==> src/hw/pcd_params.svh <==
`ifndef PCD_PARAMS_SVH
`define PCD_PARAMS_SVH

// Clock period, in picoseconds
`define PCD_CLK_PERIOD_PS 8000
// Level width and settings
`define PCD_LEVEL_W 5
`define PCD_LEVEL_FULL 5'h1F
`define PCD_LEVEL_OFF 5'h00
// Shutdown low time, in microseconds (1.5 ms)
`define PCD_OFF_TIME_US 1500
`define PCD_OFF_CYCLES ((`PCD_OFF_TIME_US * 1000000) / `PCD_CLK_PERIOD_PS)
// Least pulse spacing, in nanoseconds
`define PCD_SPACE_TIME_NS 300
`define PCD_SPACE_CYCLES (((`PCD_SPACE_TIME_NS * 1000) + `PCD_CLK_PERIOD_PS - 1) / `PCD_CLK_PERIOD_PS)
// Shortest pulse period at the top rate of 1 MHz, in nanoseconds
`define PCD_PERIOD_TIME_NS 1000
`define PCD_PERIOD_CYCLES (((`PCD_PERIOD_TIME_NS * 1000) + `PCD_CLK_PERIOD_PS - 1) / `PCD_CLK_PERIOD_PS)
// Single-wire pulse low time cap, in microseconds (0.25 ms, host keeps below)
`define PCD_SW_LOW_TIME_US 250
`define PCD_SW_LOW_CYCLES ((`PCD_SW_LOW_TIME_US * 1000000) / `PCD_CLK_PERIOD_PS)
// Setup wait after enable before first pulse, in microseconds
`define PCD_SETUP_TIME_US 10
`define PCD_SETUP_CYCLES (((`PCD_SETUP_TIME_US * 1000000) + `PCD_CLK_PERIOD_PS - 1) / `PCD_CLK_PERIOD_PS)

`endif

==> src/hw/pcd_pkg.sv <==
package pcd_pkg;
	typedef logic [4:0] pcd_level_type;
	typedef enum logic [1:0] {PCD_SHUT, PCD_ON, PCD_HOT} pcd_mode_type;
	typedef enum logic [2:0] {PCH_IDLE, PCH_ENABLE, PCH_WAIT, PCH_LOW, PCH_HIGH, PCH_OFF} pcd_host_state_type;
	typedef logic [1:0] pcd_group_type;
endpackage

==> src/hw/pcd_link_if.sv <==
`timescale 1ns/1ps
interface pcd_link_if;
	logic chip_on;
	logic main_group_pulse_n;
	logic sub_group_pulse_n;
	modport device (input chip_on, input main_group_pulse_n, input sub_group_pulse_n);
	modport host (output chip_on, output main_group_pulse_n, output sub_group_pulse_n);
endinterface

==> src/hw/pcd_device.sv <==
`timescale 1ns/1ps
`include "pcd_params.svh"
// Functional notes
// - Two identical independent group dimming machines
// - Host raises chip_on before any pulses
// - First falling edge sets full 31 mA
// - Each later falling edge lowers 1 mA
// - Thirty-second pulse turns group off
// - Next pulse after off returns full scale
// - Host spaces pulses at least 300 ns
// - Count every pulse from 5 kHz to 1 MHz
// - chip_on low 1.5 ms enters shutdown
// - Group edges ignored while chip_on low, except an edge that falls with chip_on
// - Over-temperature trip zeroes both channel outputs, enabled stays high
// - Resume after cooling past hysteresis
// - Single wire: rise enables, first pulse full
// - Single wire low pulses under 0.25 ms
// - Single wire held low ends in shutdown
// - Enabling from shutdown starts at zero current
module pcd_device #(
	parameter int OFF_CYCLES = `PCD_OFF_CYCLES
) (
	// Clock and reset
	input wire logic sys_clk,
	input wire logic resetn,
	// Link from the host
	pcd_link_if.device link,
	// Thermal sensor flags
	input wire logic over_temp,
	input wire logic temp_cooled,
	// Channel current settings, enable and thermal status
	output pcd_pkg::pcd_level_type primary_led_channels,
	output pcd_pkg::pcd_level_type secondary_led_channels,
	output logic enabled,
	output logic thermal_off
);
	import pcd_pkg::*;

	typedef struct packed {
		logic [1:0] on_sync;
		logic on_prev;
		logic [1:0] main_sync;
		logic [1:0] sub_sync;
		logic [1:0] grp_prev;
		pcd_mode_type mode;
		logic shut;
		logic [31:0] low_cnt;
		pcd_level_type [1:0] level;
		pcd_level_type [1:0] out_level;
		logic en_out;
		logic hot_out;
	} pcd_dev_state_type;

	pcd_dev_state_type s_reg;
	pcd_dev_state_type s_next;
	logic [1:0] grp_now;
	logic [1:0] grp_fall;

	////////////////////////////////////////////////////////////////////////////
	// Edge detection reads only the second synchroniser stage
	assign grp_now = {s_reg.sub_sync[1], s_reg.main_sync[1]};

	genvar g;
	generate
		for (g = 0; g < 2; g++) begin : g_edge
			assign grp_fall[g] = s_reg.grp_prev[g] & ~grp_now[g];
		end
	endgenerate

	////////////////////////////////////////////////////////////////////////////
	always_comb begin
		s_next = s_reg;
		s_next.on_sync = {s_reg.on_sync[0], link.chip_on};
		s_next.main_sync = {s_reg.main_sync[0], link.main_group_pulse_n};
		s_next.sub_sync = {s_reg.sub_sync[0], link.sub_group_pulse_n};
		s_next.grp_prev = grp_now;
		s_next.on_prev = s_reg.on_sync[1];
		// Shutdown timer: only a long low counts, short single-wire pulses do not
		if (s_reg.on_sync[1]) begin
			s_next.low_cnt = '0;
			if (s_reg.shut) begin
				s_next.shut = 1'b0;
			end
		end else if (s_reg.low_cnt >= 32'(OFF_CYCLES - 1)) begin
			s_next.shut = 1'b1;
		end else begin
			s_next.low_cnt = s_reg.low_cnt + 32'h0000_0001;
		end
		case (s_reg.mode)
			PCD_SHUT: begin
				if (!s_reg.shut && s_reg.on_sync[1]) begin
					s_next.mode = PCD_ON;
				end
			end
			PCD_ON: begin
				if (over_temp) begin
					s_next.mode = PCD_HOT;
				end
			end
			PCD_HOT: begin
				if (temp_cooled && !over_temp) begin
					s_next.mode = PCD_ON;
				end
			end
			default: s_next.mode = PCD_SHUT;
		endcase
		if (s_next.shut) begin
			s_next.mode = PCD_SHUT;
		end
		for (int i = 0; i < 2; i++) begin
			if (s_reg.shut) begin
				s_next.level[i] = `PCD_LEVEL_OFF;
			// A single-wire pulse drops enable together with the edge,
			// so enable seen one cycle before the edge still counts
			end else if (grp_fall[i] && (s_reg.on_sync[1] || s_reg.on_prev)) begin
				if (s_reg.level[i] == `PCD_LEVEL_OFF) begin
					s_next.level[i] = `PCD_LEVEL_FULL;
				end else begin
					s_next.level[i] = s_reg.level[i] - 5'h01;
				end
			end
			// Thermal trip blanks outputs but keeps the setting
			s_next.out_level[i] = (s_next.mode == PCD_ON) ? s_next.level[i] : `PCD_LEVEL_OFF;
		end
		s_next.en_out = (s_next.mode != PCD_SHUT);
		s_next.hot_out = (s_next.mode == PCD_HOT);
	end

	always_ff @(posedge sys_clk or negedge resetn) begin
		if (!resetn) begin
			s_reg <= '{on_sync: 2'h0, main_sync: 2'h3, sub_sync: 2'h3, grp_prev: 2'h3,
				mode: PCD_SHUT, shut: 1'b1, on_prev: 1'b0, low_cnt: 32'h0000_0000,
				level: '0, out_level: '0, en_out: 1'b0, hot_out: 1'b0};
		end else begin
			s_reg <= s_next;
		end
	end

	assign primary_led_channels = s_reg.out_level[0];
	assign secondary_led_channels = s_reg.out_level[1];
	assign enabled = s_reg.en_out;
	assign thermal_off = s_reg.hot_out;
endmodule // pcd_device

==> src/flat_wrapper.sv <==
// flat-port wrapper written by rule: the top's interface ports become plain ports
module pcd_device_flat import pcd_pkg::*;
#(
	parameter int OFF_CYCLES = `PCD_OFF_CYCLES
)
  (sys_clk, resetn, over_temp, temp_cooled, primary_led_channels, secondary_led_channels, enabled, thermal_off, link_chip_on, link_main_group_pulse_n, link_sub_group_pulse_n);
  pcd_link_if link_i ();
  input wire logic sys_clk;
  input wire logic resetn;
  input wire logic over_temp;
  input wire logic temp_cooled;
  output pcd_pkg::pcd_level_type primary_led_channels;
  output pcd_pkg::pcd_level_type secondary_led_channels;
  output logic enabled;
  output logic thermal_off;
  input wire logic [$bits(link_i.chip_on)-1:0] link_chip_on;
  input wire logic [$bits(link_i.main_group_pulse_n)-1:0] link_main_group_pulse_n;
  input wire logic [$bits(link_i.sub_group_pulse_n)-1:0] link_sub_group_pulse_n;
  assign link_i.chip_on = link_chip_on;
  assign link_i.main_group_pulse_n = link_main_group_pulse_n;
  assign link_i.sub_group_pulse_n = link_sub_group_pulse_n;
  pcd_device #(.OFF_CYCLES(OFF_CYCLES)) u_core (.sys_clk(sys_clk), .resetn(resetn), .link(link_i), .over_temp(over_temp), .temp_cooled(temp_cooled), .primary_led_channels(primary_led_channels), .secondary_led_channels(secondary_led_channels), .enabled(enabled), .thermal_off(thermal_off));
endmodule
==> config.mk <==
export PLATFORM = sky130hd
export DESIGN_NAME = pcd_device_flat
export DESIGN_NICKNAME = d
export VERILOG_FILES = /design/src/hw/pcd_pkg.sv /design/src/hw/pcd_link_if.sv /design/src/hw/pcd_device.sv /design/src/flat_wrapper.sv
export VERILOG_INCLUDE_DIRS = /design/src /design/src/hw
export SDC_FILE = /design/constraint.sdc
export NUM_CORES = 1
export LEC_CHECK = 0
export ABC_CLOCK_PERIOD_IN_PS = 2550
export BUFFER_PORTS_ARGS = -buffer_cell sky130_fd_sc_hd__clkbuf_2
export CORE_MARGIN = 4
export CORE_UTILIZATION = 50
export CTS_CLUSTER_SIZE = 25
export DETAILED_ROUTE_END_ITERATION = 12
export PLACE_DENSITY_LB_ADDON = 0.05
export SYNTH_ARGS = -nofsm -noshare
export SYNTH_HDL_FRONTEND = slang
export SYNTH_SLANG_ARGS = --single-unit
==> constraint.sdc <==
create_clock -name sys_clk -period 2.55 [get_ports sys_clk]
set_input_delay 0.1275 -clock sys_clk [delete_from_list [all_inputs] [get_ports sys_clk]]
set_output_delay 0.1275 -clock sys_clk [all_outputs]
set_load 0.02 [all_outputs]
* Word-level counts from Yosys, hierarchy flattened *
Index checks and enable logic that the tools add are counted.

word-level totals
  word-level logic and storage cells = 54
  output and inout bits = 12
  input port bits = 7
  bits in registers = 66

cells by class
  reduce and logical (&&, ||, !) cells = 11
  muxes and demuxes = 16
  equality and inequality tests = 5
  bitwise operators = 4
  add/sub/neg operators = 3
  order comparisons = 1

operators with widths
  kind                   number
  $mux 5                 8
  $mux 33                1
  $add 32x1->32 const B  1
  $ge 32x18->1 const B   1
  $mux 32                1
  $logic_not 5->1        2
  $sub 5x1->5 const B    2
  $mux 2                 4
  $pmux 2 s3             1
  $eq 2x1->1 const B     2
  $eq 2x2->1 const B     2
  $logic_and 1x1->1      4
  $and 1x1->1            2
  $logic_not 1->1        2
  $logic_not 2->1        1
  $ne 2x1->1 const B     1
  $not 1->1              2
  $reduce_bool 2->1      1
  $logic_or 1x1->1       1
  $mux 1                 1

* Logic depth before layout (Yosys ltp) *
Gate-level depths: netlist of run 1.

  depth in word-level cells = 7
  gate-level depth with buffers = 8
  gate-level depth less buffers = 7

* Worst setup path after synthesis of run 1 *
Ideal clock, no wire load.

  path kind = register -> register
  start = register u_core.s_reg[22] in the netlist's numbering
  end = register u_core.s_reg[27] in the netlist's numbering
  period minus slack after synthesis = 2.041 ns
  cell stages (with the launch flop) = 8
  setup time = 0.078 ns
  buffers on the path = 1
  data arrival time = 1.963 ns
  required time = 2.472 ns
  slack = 0.509 ns
  cell sequence = dfrtp_1 > ha_1 > nor3_1 > o21ai_1 > a211o_1 > buf_2 > or4_1 > a21oi_1

between the ends
  longest elaborated chain between the ends = 3
  elaborated cells between the ends (all ways) = 5
  classes of those cells = add/sub (1); order compare (1); eq/ne (1); mux (2)

ends and longest elaborated chain
  item                    line               source
  start, declared         pcd_device.sv:54   pcd_dev_state_type s_reg;
  start signal, assigned  pcd_device.sv:131  s_reg <= '{on_sync: 2'h0, main_sync: 2'h3, sub_sync: 2'h3, grp_prev: 2'h3,
  start signal, assigned  pcd_device.sv:135  s_reg <= s_next;
  $add 32x1->32           pcd_device.sv:87   s_next.low_cnt = s_reg.low_cnt + 32'h0000_0001;
  $mux 32                 pcd_device.sv:84   end else if (s_reg.low_cnt >= 32'(OFF_CYCLES - 1)) begin
  $mux 33                 pcd_device.sv:79   if (s_reg.on_sync[1]) begin

Several ways; a longest one is shown, not always the timed one. The select of a mux whose other input is x is not followed.
A chain may end at the register's enable or synchronous reset.

==> impl_results.md, run 1 <==
- Cell area power density: 872 mW/mm2
- Placed standard-cell area: 0.00296 mm2
- Number of library cell types mapped by synthesis: 42
- Fin Hold WS: 0.145 ns
- Final Routed Wirelength: 5030 um
- Number of antenna diodes: 0
- I/O Buffers: 18
- Power, Total: 2.80 mW
- Number of rows created at floorplan: 27
- Fraction of layout cells with a size suffix above 1: 0.182
- Area share of the largest cell type after synthesis: 0.521
- Worst endpoint data arrival time: 2.56 ns
- Chip Width: 83.3 um
- Largest register FFs: 48
- Most numerous cell on the critical path: sky130_fd_sc_hd__buf_4
- Iteration-0 DRC Markers: 92
- Slowest stage delay, CP: 0.54 ns
- Routability cong.: 0.746
- Height of the die: 83.3 um
- Number of max-cap violations: 0
- DRC violations left: 0
- Standard cell core area: 0.00551 mm2
- Met2 usage in global routing: 0.250
- Global routing usage summed across all routing layers: 0.155
- Final HPWL from detailed placement: 3210 um
- Cell count after synthesis: 267
- Vias: 1981
- Area of the die: 0.00694 mm2
- First-pass GRT wire length: 8760 um
- WS Path Type: flop to flop
- Final critical-path share of the clock period: 0.912
- Layout overhead on the synthesized area: 13.1%
- Initial Utilization: 0.515
- Fin area: 0.00321 mm2
- Most heavily used metal layer in global routing: met2
- Reg2reg path depth: 7
- Master cell of the clock root buffer: sky130_fd_sc_hd__clkbuf_8
- Cell types with the largest area share after synthesis: sky130_fd_sc_hd__dfrtp_1, sky130_fd_sc_hd__dfstp_2, sky130_fd_sc_hd__nor2b_1
- Mean Syn Cell Area: 10.6 um2
- Final global-route overflow total: 0
- Count of final hold-check violations: 0
- CP max stage cell: sky130_fd_sc_hd__a2111oi_0
- Max_slew headroom: 0.575
- Antenna Violating Nets Remaining: 0
- Max Clock Freq: 0.430 GHz
- Critical Path, Cell by Cell: nor4_1, nand4_1, buf_4, a2111oi_0, o21bai_1, buf_4, nor3_1
- FF-to-FF End: u_core.secondary_led_channels[2]$_DFF_PN0_
- Cell taking the most area after synthesis: sky130_fd_sc_hd__dfrtp_1
- Hold path depth: 4
- Share of the yosys chip area belonging to registers: 0.585
- Worst ir drop on vdd: 493 uV
- FF-to-FF setup slack: 0.22 ns
- Post-Syn Area: 0.00284 mm2
- Count of flip-flops with a built-in enable after synthesis: 0
- Run status: complete, no violations
- Initial antenna violation count: 0
- M3 GR Usage: 0.0347
- Count of endpoints failing setup in the final report: 0
- Total of flip-flops plus latches after synthesis: 66
- Share of async-settable or async-resettable flops after synthesis: 1.00
- Nature of the critical path startpoint: flop
- Leak Pwr: 1.39 nW
- Longest Clk Path Bufs: 2
- Avg WL per Cell: 13.8 um
- Clock-pin slew of the registers on the worst-case setup and hold paths: 0.07 ns
- Worst skew pair latency: 0.33 ns
- Number of top-level pins: 19
- Warnings from Yosys: 0
- Via count of the first global-routing pass: 1892
- Kind of end point of the critical path: flop
- Final critical-path required period: 2.33 ns
- Pin count of the biggest net entering global routing: 67
- Final clock skew: 0.00501 ns
- Mean number of vias per cell: 5.44
- Min setup slack post-route: 0.224 ns
- Synthesized netlist net count: 277
- CTS HTree Levels: 3
- Critical hold path startpoint: temp_cooled
- Setup repair after global routing missed its margin: false
- Worst min-delay path endpoint: u_core.thermal_off$_DFF_PN0_
- Critical-path maximum fanout: 11
- Gates resized, CTS repair: 0
- Most frequent standard cell in the layout excluding fill and tap cells: sky130_fd_sc_hd__dfrtp_1
- Hold/Removal Path Class: primary input to flop
- CTS Sinks: 66
- # nets final: 297
- Met1 usage in global routing: 0.199
- Fillers: 480
- Total count of max-transition violations in the final report: 0
- CTS buffer count: 9
- Flip-flop cell with the highest count after synthesis: sky130_fd_sc_hd__dfrtp_1
- Top library cells by usage in the layout, fill and taps aside: sky130_fd_sc_hd__dfrtp_1, sky130_fd_sc_hd__nor2_1, sky130_fd_sc_hd__a21oi_1, sky130_fd_sc_hd__nor2b_1, sky130_fd_sc_hd__clkbuf_2
- TritonCTS clock tree: yes
- Final sum of negative setup slack: 0 ns
- Required time at the worst-slack endpoint: 2.78 ns
- Launch point of the worst reg-to-reg path: u_core.s_reg[42]$_DFFE_PN0P_
- Drt pass-1 iters: 4
- Worst-Margin Slew: 0.634 ns
- Setup WS pre-CTS: 0.261 ns
==> critical path: cells and delay by family, from the launching register on <==
family,cells,cell delay (ns)
buffers and inverters,2,0.38
and+or+nand+nor,3,0.82
AOI/OAI and AO/OA,2,0.65
DFF,1,0.38
==> kinds of logic after synthesis <==
kind of cell | Yosys count | synth area share
and+or+nand+nor | 103 | 0.198
DFF | 66 | 0.585
AOI/OAI and AO/OA | 56 | 0.126
buffers and inverters | 33 | 0.0582
xor gates and xnor gates | 5 | 0.0154
adders and majority gates | 3 | 0.0132
muxes | 1 | 0.00397
==> final cells by class <==
cell class | instances | area [um2] | share of cell area
clock buffers | 12 | 155 | 0.0484
clock inverters | 4 | 50.0 | 0.0156
inverters | 14 | 52.6 | 0.0164
multi-input cells | 168 | 1010 | 0.315
flip-flops and latches | 66 | 1660 | 0.518
well taps | 72 | 90.1 | 0.0281
repair buffers | 28 | 188 | 0.0585
==> report_power, final <==
group | total (mW) | switching (mW) | internal [mW]
Combinational | 0.563 | 0.344 | 0.219
Sequential | 1.33 | 0.108 | 1.23
Clock | 0.897 | 0.394 | 0.504
==> what timing repair did <==
item / in CTS / in global routing
hold endpoints to repair: 62 / 0
buffers inserted: 0 / 0
hold buffers: 4 / 0
==> per-layer routing <==
layer / routed length [um] / vias to the layer above
met2: 2400 / 29
li1: - / 974
met4: 74 / 0
met1: 2420 / 969
met5: 0 / -
met3: 144 / 9
==> worst max path at each step <==
stage,startpoint,endpoint,slack (ns),depth (start not counted)
2_1_floorplan,u_core.s_reg[22]$_DFFE_PN0P_,u_core.s_reg[27]$_DFFE_PN0P_,0.51,7
3_3_place_gp,u_core.s_reg[42]$_DFFE_PN0P_,u_core.s_reg[38]$_DFFE_PN0P_,0.28,6
3_5_place_dp,u_core.s_reg[22]$_DFFE_PN0P_,u_core.s_reg[25]$_DFFE_PN0P_,0.26,7
4_1_cts,u_core.s_reg[42]$_DFFE_PN0P_,u_core.secondary_led_channels[2]$_DFF_PN0_,0.23,7
5_1_grt,u_core.s_reg[42]$_DFFE_PN0P_,u_core.secondary_led_channels[2]$_DFF_PN0_,0.03,7
6_report,u_core.s_reg[42]$_DFFE_PN0P_,u_core.secondary_led_channels[2]$_DFF_PN0_,0.22,7
==> cells in the mapped netlist, types with 4 or more instances <==
cell,count
sky130_fd_sc_hd__nand2b_1,5
sky130_fd_sc_hd__a21oi_1,21
sky130_fd_sc_hd__nand4_1,4
sky130_fd_sc_hd__buf_4,10
sky130_fd_sc_hd__nor4_1,4
sky130_fd_sc_hd__nor3_1,10
sky130_fd_sc_hd__inv_1,14
sky130_fd_sc_hd__dfrtp_1,59
sky130_fd_sc_hd__o21ai_0,9
sky130_fd_sc_hd__nor2b_1,19
sky130_fd_sc_hd__or3_1,6
sky130_fd_sc_hd__or4_1,8
sky130_fd_sc_hd__nand3_1,7
sky130_fd_sc_hd__clkbuf_1,6
sky130_fd_sc_hd__dfstp_2,7
sky130_fd_sc_hd__nor2_1,24
sky130_fd_sc_hd__nand2_1,10
sky130_fd_sc_hd__o31ai_1,7
==> per-stage QoR <==
step / util / instances
after floorplan: - / 267
after global placement: 0.538 / 344
after detailed placement: 0.538 / 344
after CTS: 0.582 / 364
after global routing: 0.582 / 364
final: 0.582 / 364
Power figures use the tool's default switching activity.
==> run 2: changes to the inputs <==
--- a/config.mk
+++ b/config.mk
@@ -6,7 +6,6 @@
 export SDC_FILE = /design/constraint.sdc
 export NUM_CORES = 1
 export LEC_CHECK = 0
-export ABC_CLOCK_PERIOD_IN_PS = 2550
 export BUFFER_PORTS_ARGS = -buffer_cell sky130_fd_sc_hd__clkbuf_2
 export CORE_MARGIN = 4
 export CORE_UTILIZATION = 50
==> constraint.sdc (replaced) <==
create_clock -name sys_clk -period 2.65 [get_ports sys_clk]
set_input_delay 0.1325 -clock sys_clk [delete_from_list [all_inputs] [get_ports sys_clk]]
set_output_delay 0.1325 -clock sys_clk [all_outputs]
set_load 0.02 [all_outputs]
==> run 2 against run 1 <==
Clock power shrank 5.4%. Via count decreased by 2.6%. Global-route usage is 0.39 points higher. Setup slack improved by 0.071 ns. Final area decreased by 0.16%. Critical path type unchanged. Largest cell class unchanged. Highest routed layer unchanged.
==> impl_results.md, run 2 (synthesis gave the netlist of run 1 again) <==
- Number of top-level pins: 19 (unchanged)
- DRC violations left: 0 (unchanged)
- Fin area: 0.00320 mm2 (-0.16%)
- Top library cells by usage in the layout, fill and taps aside: sky130_fd_sc_hd__dfrtp_1, sky130_fd_sc_hd__nor2_1, sky130_fd_sc_hd__a21oi_1, sky130_fd_sc_hd__nor2b_1, sky130_fd_sc_hd__clkbuf_2
- Area of the die: 0.00694 mm2 (unchanged)
- Pin count of the biggest net entering global routing: 36 (-46%)
- Setup WS pre-CTS: 0.234 ns (-0.0263 ns)
- Mean number of vias per cell: 5.29 (-2.8%)
- Min setup slack post-route: 0.295 ns (+0.0713 ns)
- Area used by sequential logic in the layout: 0.00166 mm2 (unchanged)
- Standard cell core area: 0.00551 mm2 (unchanged)
- Final HPWL from detailed placement: 3370 um (+5.1%)
- Cell Int Power: 1.85 mW (-5.0%)
- Height of the die: 83.3 um (unchanged)
- Layout overhead on the synthesized area: 12.9%
- Kind of end point of the critical path: flop
- Final clock skew: 0.00685 ns (+0.00185 ns)
- Largest register FFs: 48 (unchanged)
- Total count of max-transition violations in the final report: 0 (unchanged)
- Iteration-0 DRC Markers: 76 (-17%)
- CTS Sinks: 66 (unchanged)
- Final global-route overflow total: 0 (unchanged)
- Cell area power density: 831 mW/mm2 (-4.7%)
- WS Path Type: flop to flop
- Area occupied by multi-input gates: 0.00101 mm2 (+0.25%)
- Worst-Margin Slew: 0.757 ns (+0.123 ns)
- Worst skew pair latency: 0.33 ns (about the same)
- First-pass GRT wire length: 8830 um (+0.71%)
- Number of antenna diodes: 0 (unchanged)
- Avg WL per Cell: 13.4 um (-2.9%)
- Drt pass-1 iters: 5 (+1)
- Switching Share: 0.304 (+0.00137)
- Combinational share of power: 0.199 (-0.002)
- I/O Buffers: 18 (unchanged)
- TritonCTS clock tree: yes
- Max Clock Freq: 0.425 GHz (-1.2%)
- Initial Utilization: 0.515 (unchanged)
- Worst endpoint data arrival time: 2.61 ns (+0.05 ns)
- Routability cong.: 0.740 (-0.80%)
- Chip Width: 83.3 um (unchanged)
- Max_slew headroom: 0.495 (-0.0797)
- # nets final: 298 (+0.34%)
- Required time at the worst-slack endpoint: 2.91 ns (+0.13 ns)
- Initial antenna violation count: 0 (unchanged)
- Share of total power in sequential cells: 0.482 (+0.004)
- Master cell of the clock root buffer: sky130_fd_sc_hd__clkbuf_8
- Core Util, Final: 0.581 (-0.000909)
- Clock power frac: 0.319 (-0.002)
- Fillers: 473 (-1.5%)
- Leak Pwr: 1.39 nW (+0.12%)
- Antenna Violating Nets Remaining: 0 (unchanged)
- Global routing usage summed across all routing layers: 0.159 (+0.00395)
- Final Routed Wirelength: 4900 um (-2.6%)
- Vias: 1930 (-2.6%)
- Final sum of negative setup slack: 0 ns (unchanged)
- Number of max-cap violations: 0 (unchanged)
- Final critical-path required period: 2.35 ns (+0.0287 ns)
- Count of endpoints failing setup in the final report: 0 (unchanged)
- Count of final hold-check violations: 0 (unchanged)
- Power, Total: 2.66 mW (-4.8%)
- Critical-path maximum fanout: 22 (+11)
- Placed standard-cell area: 0.00296 mm2 (-0.17%)
- Hold/Removal Path Class: primary input to flop
- CTS buffer count: 9 (unchanged)
- Sw Pwr: 0.808 mW (-4.4%)
- Clock-pin slew of the registers on the worst-case setup and hold paths: 0.07 ns (about the same)
- CTS HTree Levels: 3 (unchanged)
- Via count of the first global-routing pass: 1832 (-3.2%)
- Nature of the critical path startpoint: flop
- Setup repair after global routing missed its margin: false
- Fraction of layout cells with a size suffix above 1: 0.191 (+0.00962)
- Run status: complete, no violations
- Longest Clk Path Bufs: 2 (unchanged)
- Number of rows created at floorplan: 27 (unchanged)
- Most frequent standard cell in the layout excluding fill and tap cells: sky130_fd_sc_hd__dfrtp_1
- Final critical-path share of the clock period: 0.889 (-0.0236)
- Worst ir drop on vdd: 393 uV (-20%)
-- run 2: cell count changes in the layout (fill, tap and decap cells not counted), sizes merged --
cell,delta
clkbuf,-2
clkinv,+2
buf,+1
clkinvlp,-1
inv,+1
-- run 2: worst paths after layout --
path | from | end | slack (ns) | depth (start not counted)
min | temp_cooled | u_core.thermal_off$_DFF_PN0_ | 0.15 | 4
max in group asynchronous | resetn | u_core.s_reg[54]$_DFF_PN1_ | 1.49 | 3
max reg2reg | u_core.s_reg[52]$_DFFE_PN0P_ | u_core.s_reg[32]$_DFFE_PN0P_ | 0.30 | 5
min reg2reg | u_core.s_next[62]$_DFF_PN1_ | u_core.grp_now[0]$_DFF_PN1_ | 0.36 | 0
min in group asynchronous | resetn | u_core.primary_led_channels[0]$_DFF_PN0_ | 0.40 | 2
max | u_core.s_reg[52]$_DFFE_PN0P_ | u_core.s_reg[32]$_DFFE_PN0P_ | 0.30 | 5
-- run 2: timing repair --
action,in CTS,in global routing
hold buffers,4,0
gates resized for setup,0,2
endpoints found under the setup margin,0,12
endpoints found under the hold margin,30,0
buffers inserted,0,0
-- run 2: worst max-delay path, cell delays in order, from the launching register on --
cell and delay, ns:
sky130_fd_sc_hd__dfrtp_1 0.37, sky130_fd_sc_hd__nor4_1 0.39, sky130_fd_sc_hd__nand4_1 0.30, sky130_fd_sc_hd__a211o_2 0.53
sky130_fd_sc_hd__or4_1 0.54, sky130_fd_sc_hd__a21oi_1 0.15
-- run 2: cell type report --
| type | count | area share |
|---|---|---|
| tap | 72 | 0.0281 |
| inverter | 14 | 0.0164 |
| multi-input combinational | 168 | 0.317 |
| timing repair buffer | 29 | 0.0571 |
| clock buffer | 10 | 0.0430 |
| clock inverter | 6 | 0.0203 |
| sequential | 66 | 0.519 |
-- run 2: power groups by stage --
| stage | combinational (mW) | clock (mW) | sequential, mW |
|---|---|---|---|
| 2_1_floorplan | 0.447 | 0 | 1.30 |
| 3_3_place_gp | 0.531 | 0 | 1.30 |
| 3_5_place_dp | 0.534 | 0 | 1.30 |
| 4_1_cts | 0.541 | 0.873 | 1.28 |
| 5_1_grt | 0.599 | 0.929 | 1.31 |
| 6_report | 0.529 | 0.849 | 1.28 |
-- run 2: routing by layer --
layer,share of wire,track usage,up-vias
met2,0.45,0.241,41
li1,-,-,977
met1,0.49,0.218,907
met5,0,0,-
met3,0.038,0.0486,5
met4,0.014,0.0535,0
-- run 2: through the flow --
stage / cells / hold slack, ns
finish: 365 / 0.145
detailed placement: 345 / 0.222
CTS: 365 / 0.130
global route: 365 / 0.162
global placement: 345 / 0.220
floorplan: 267 / -0.163
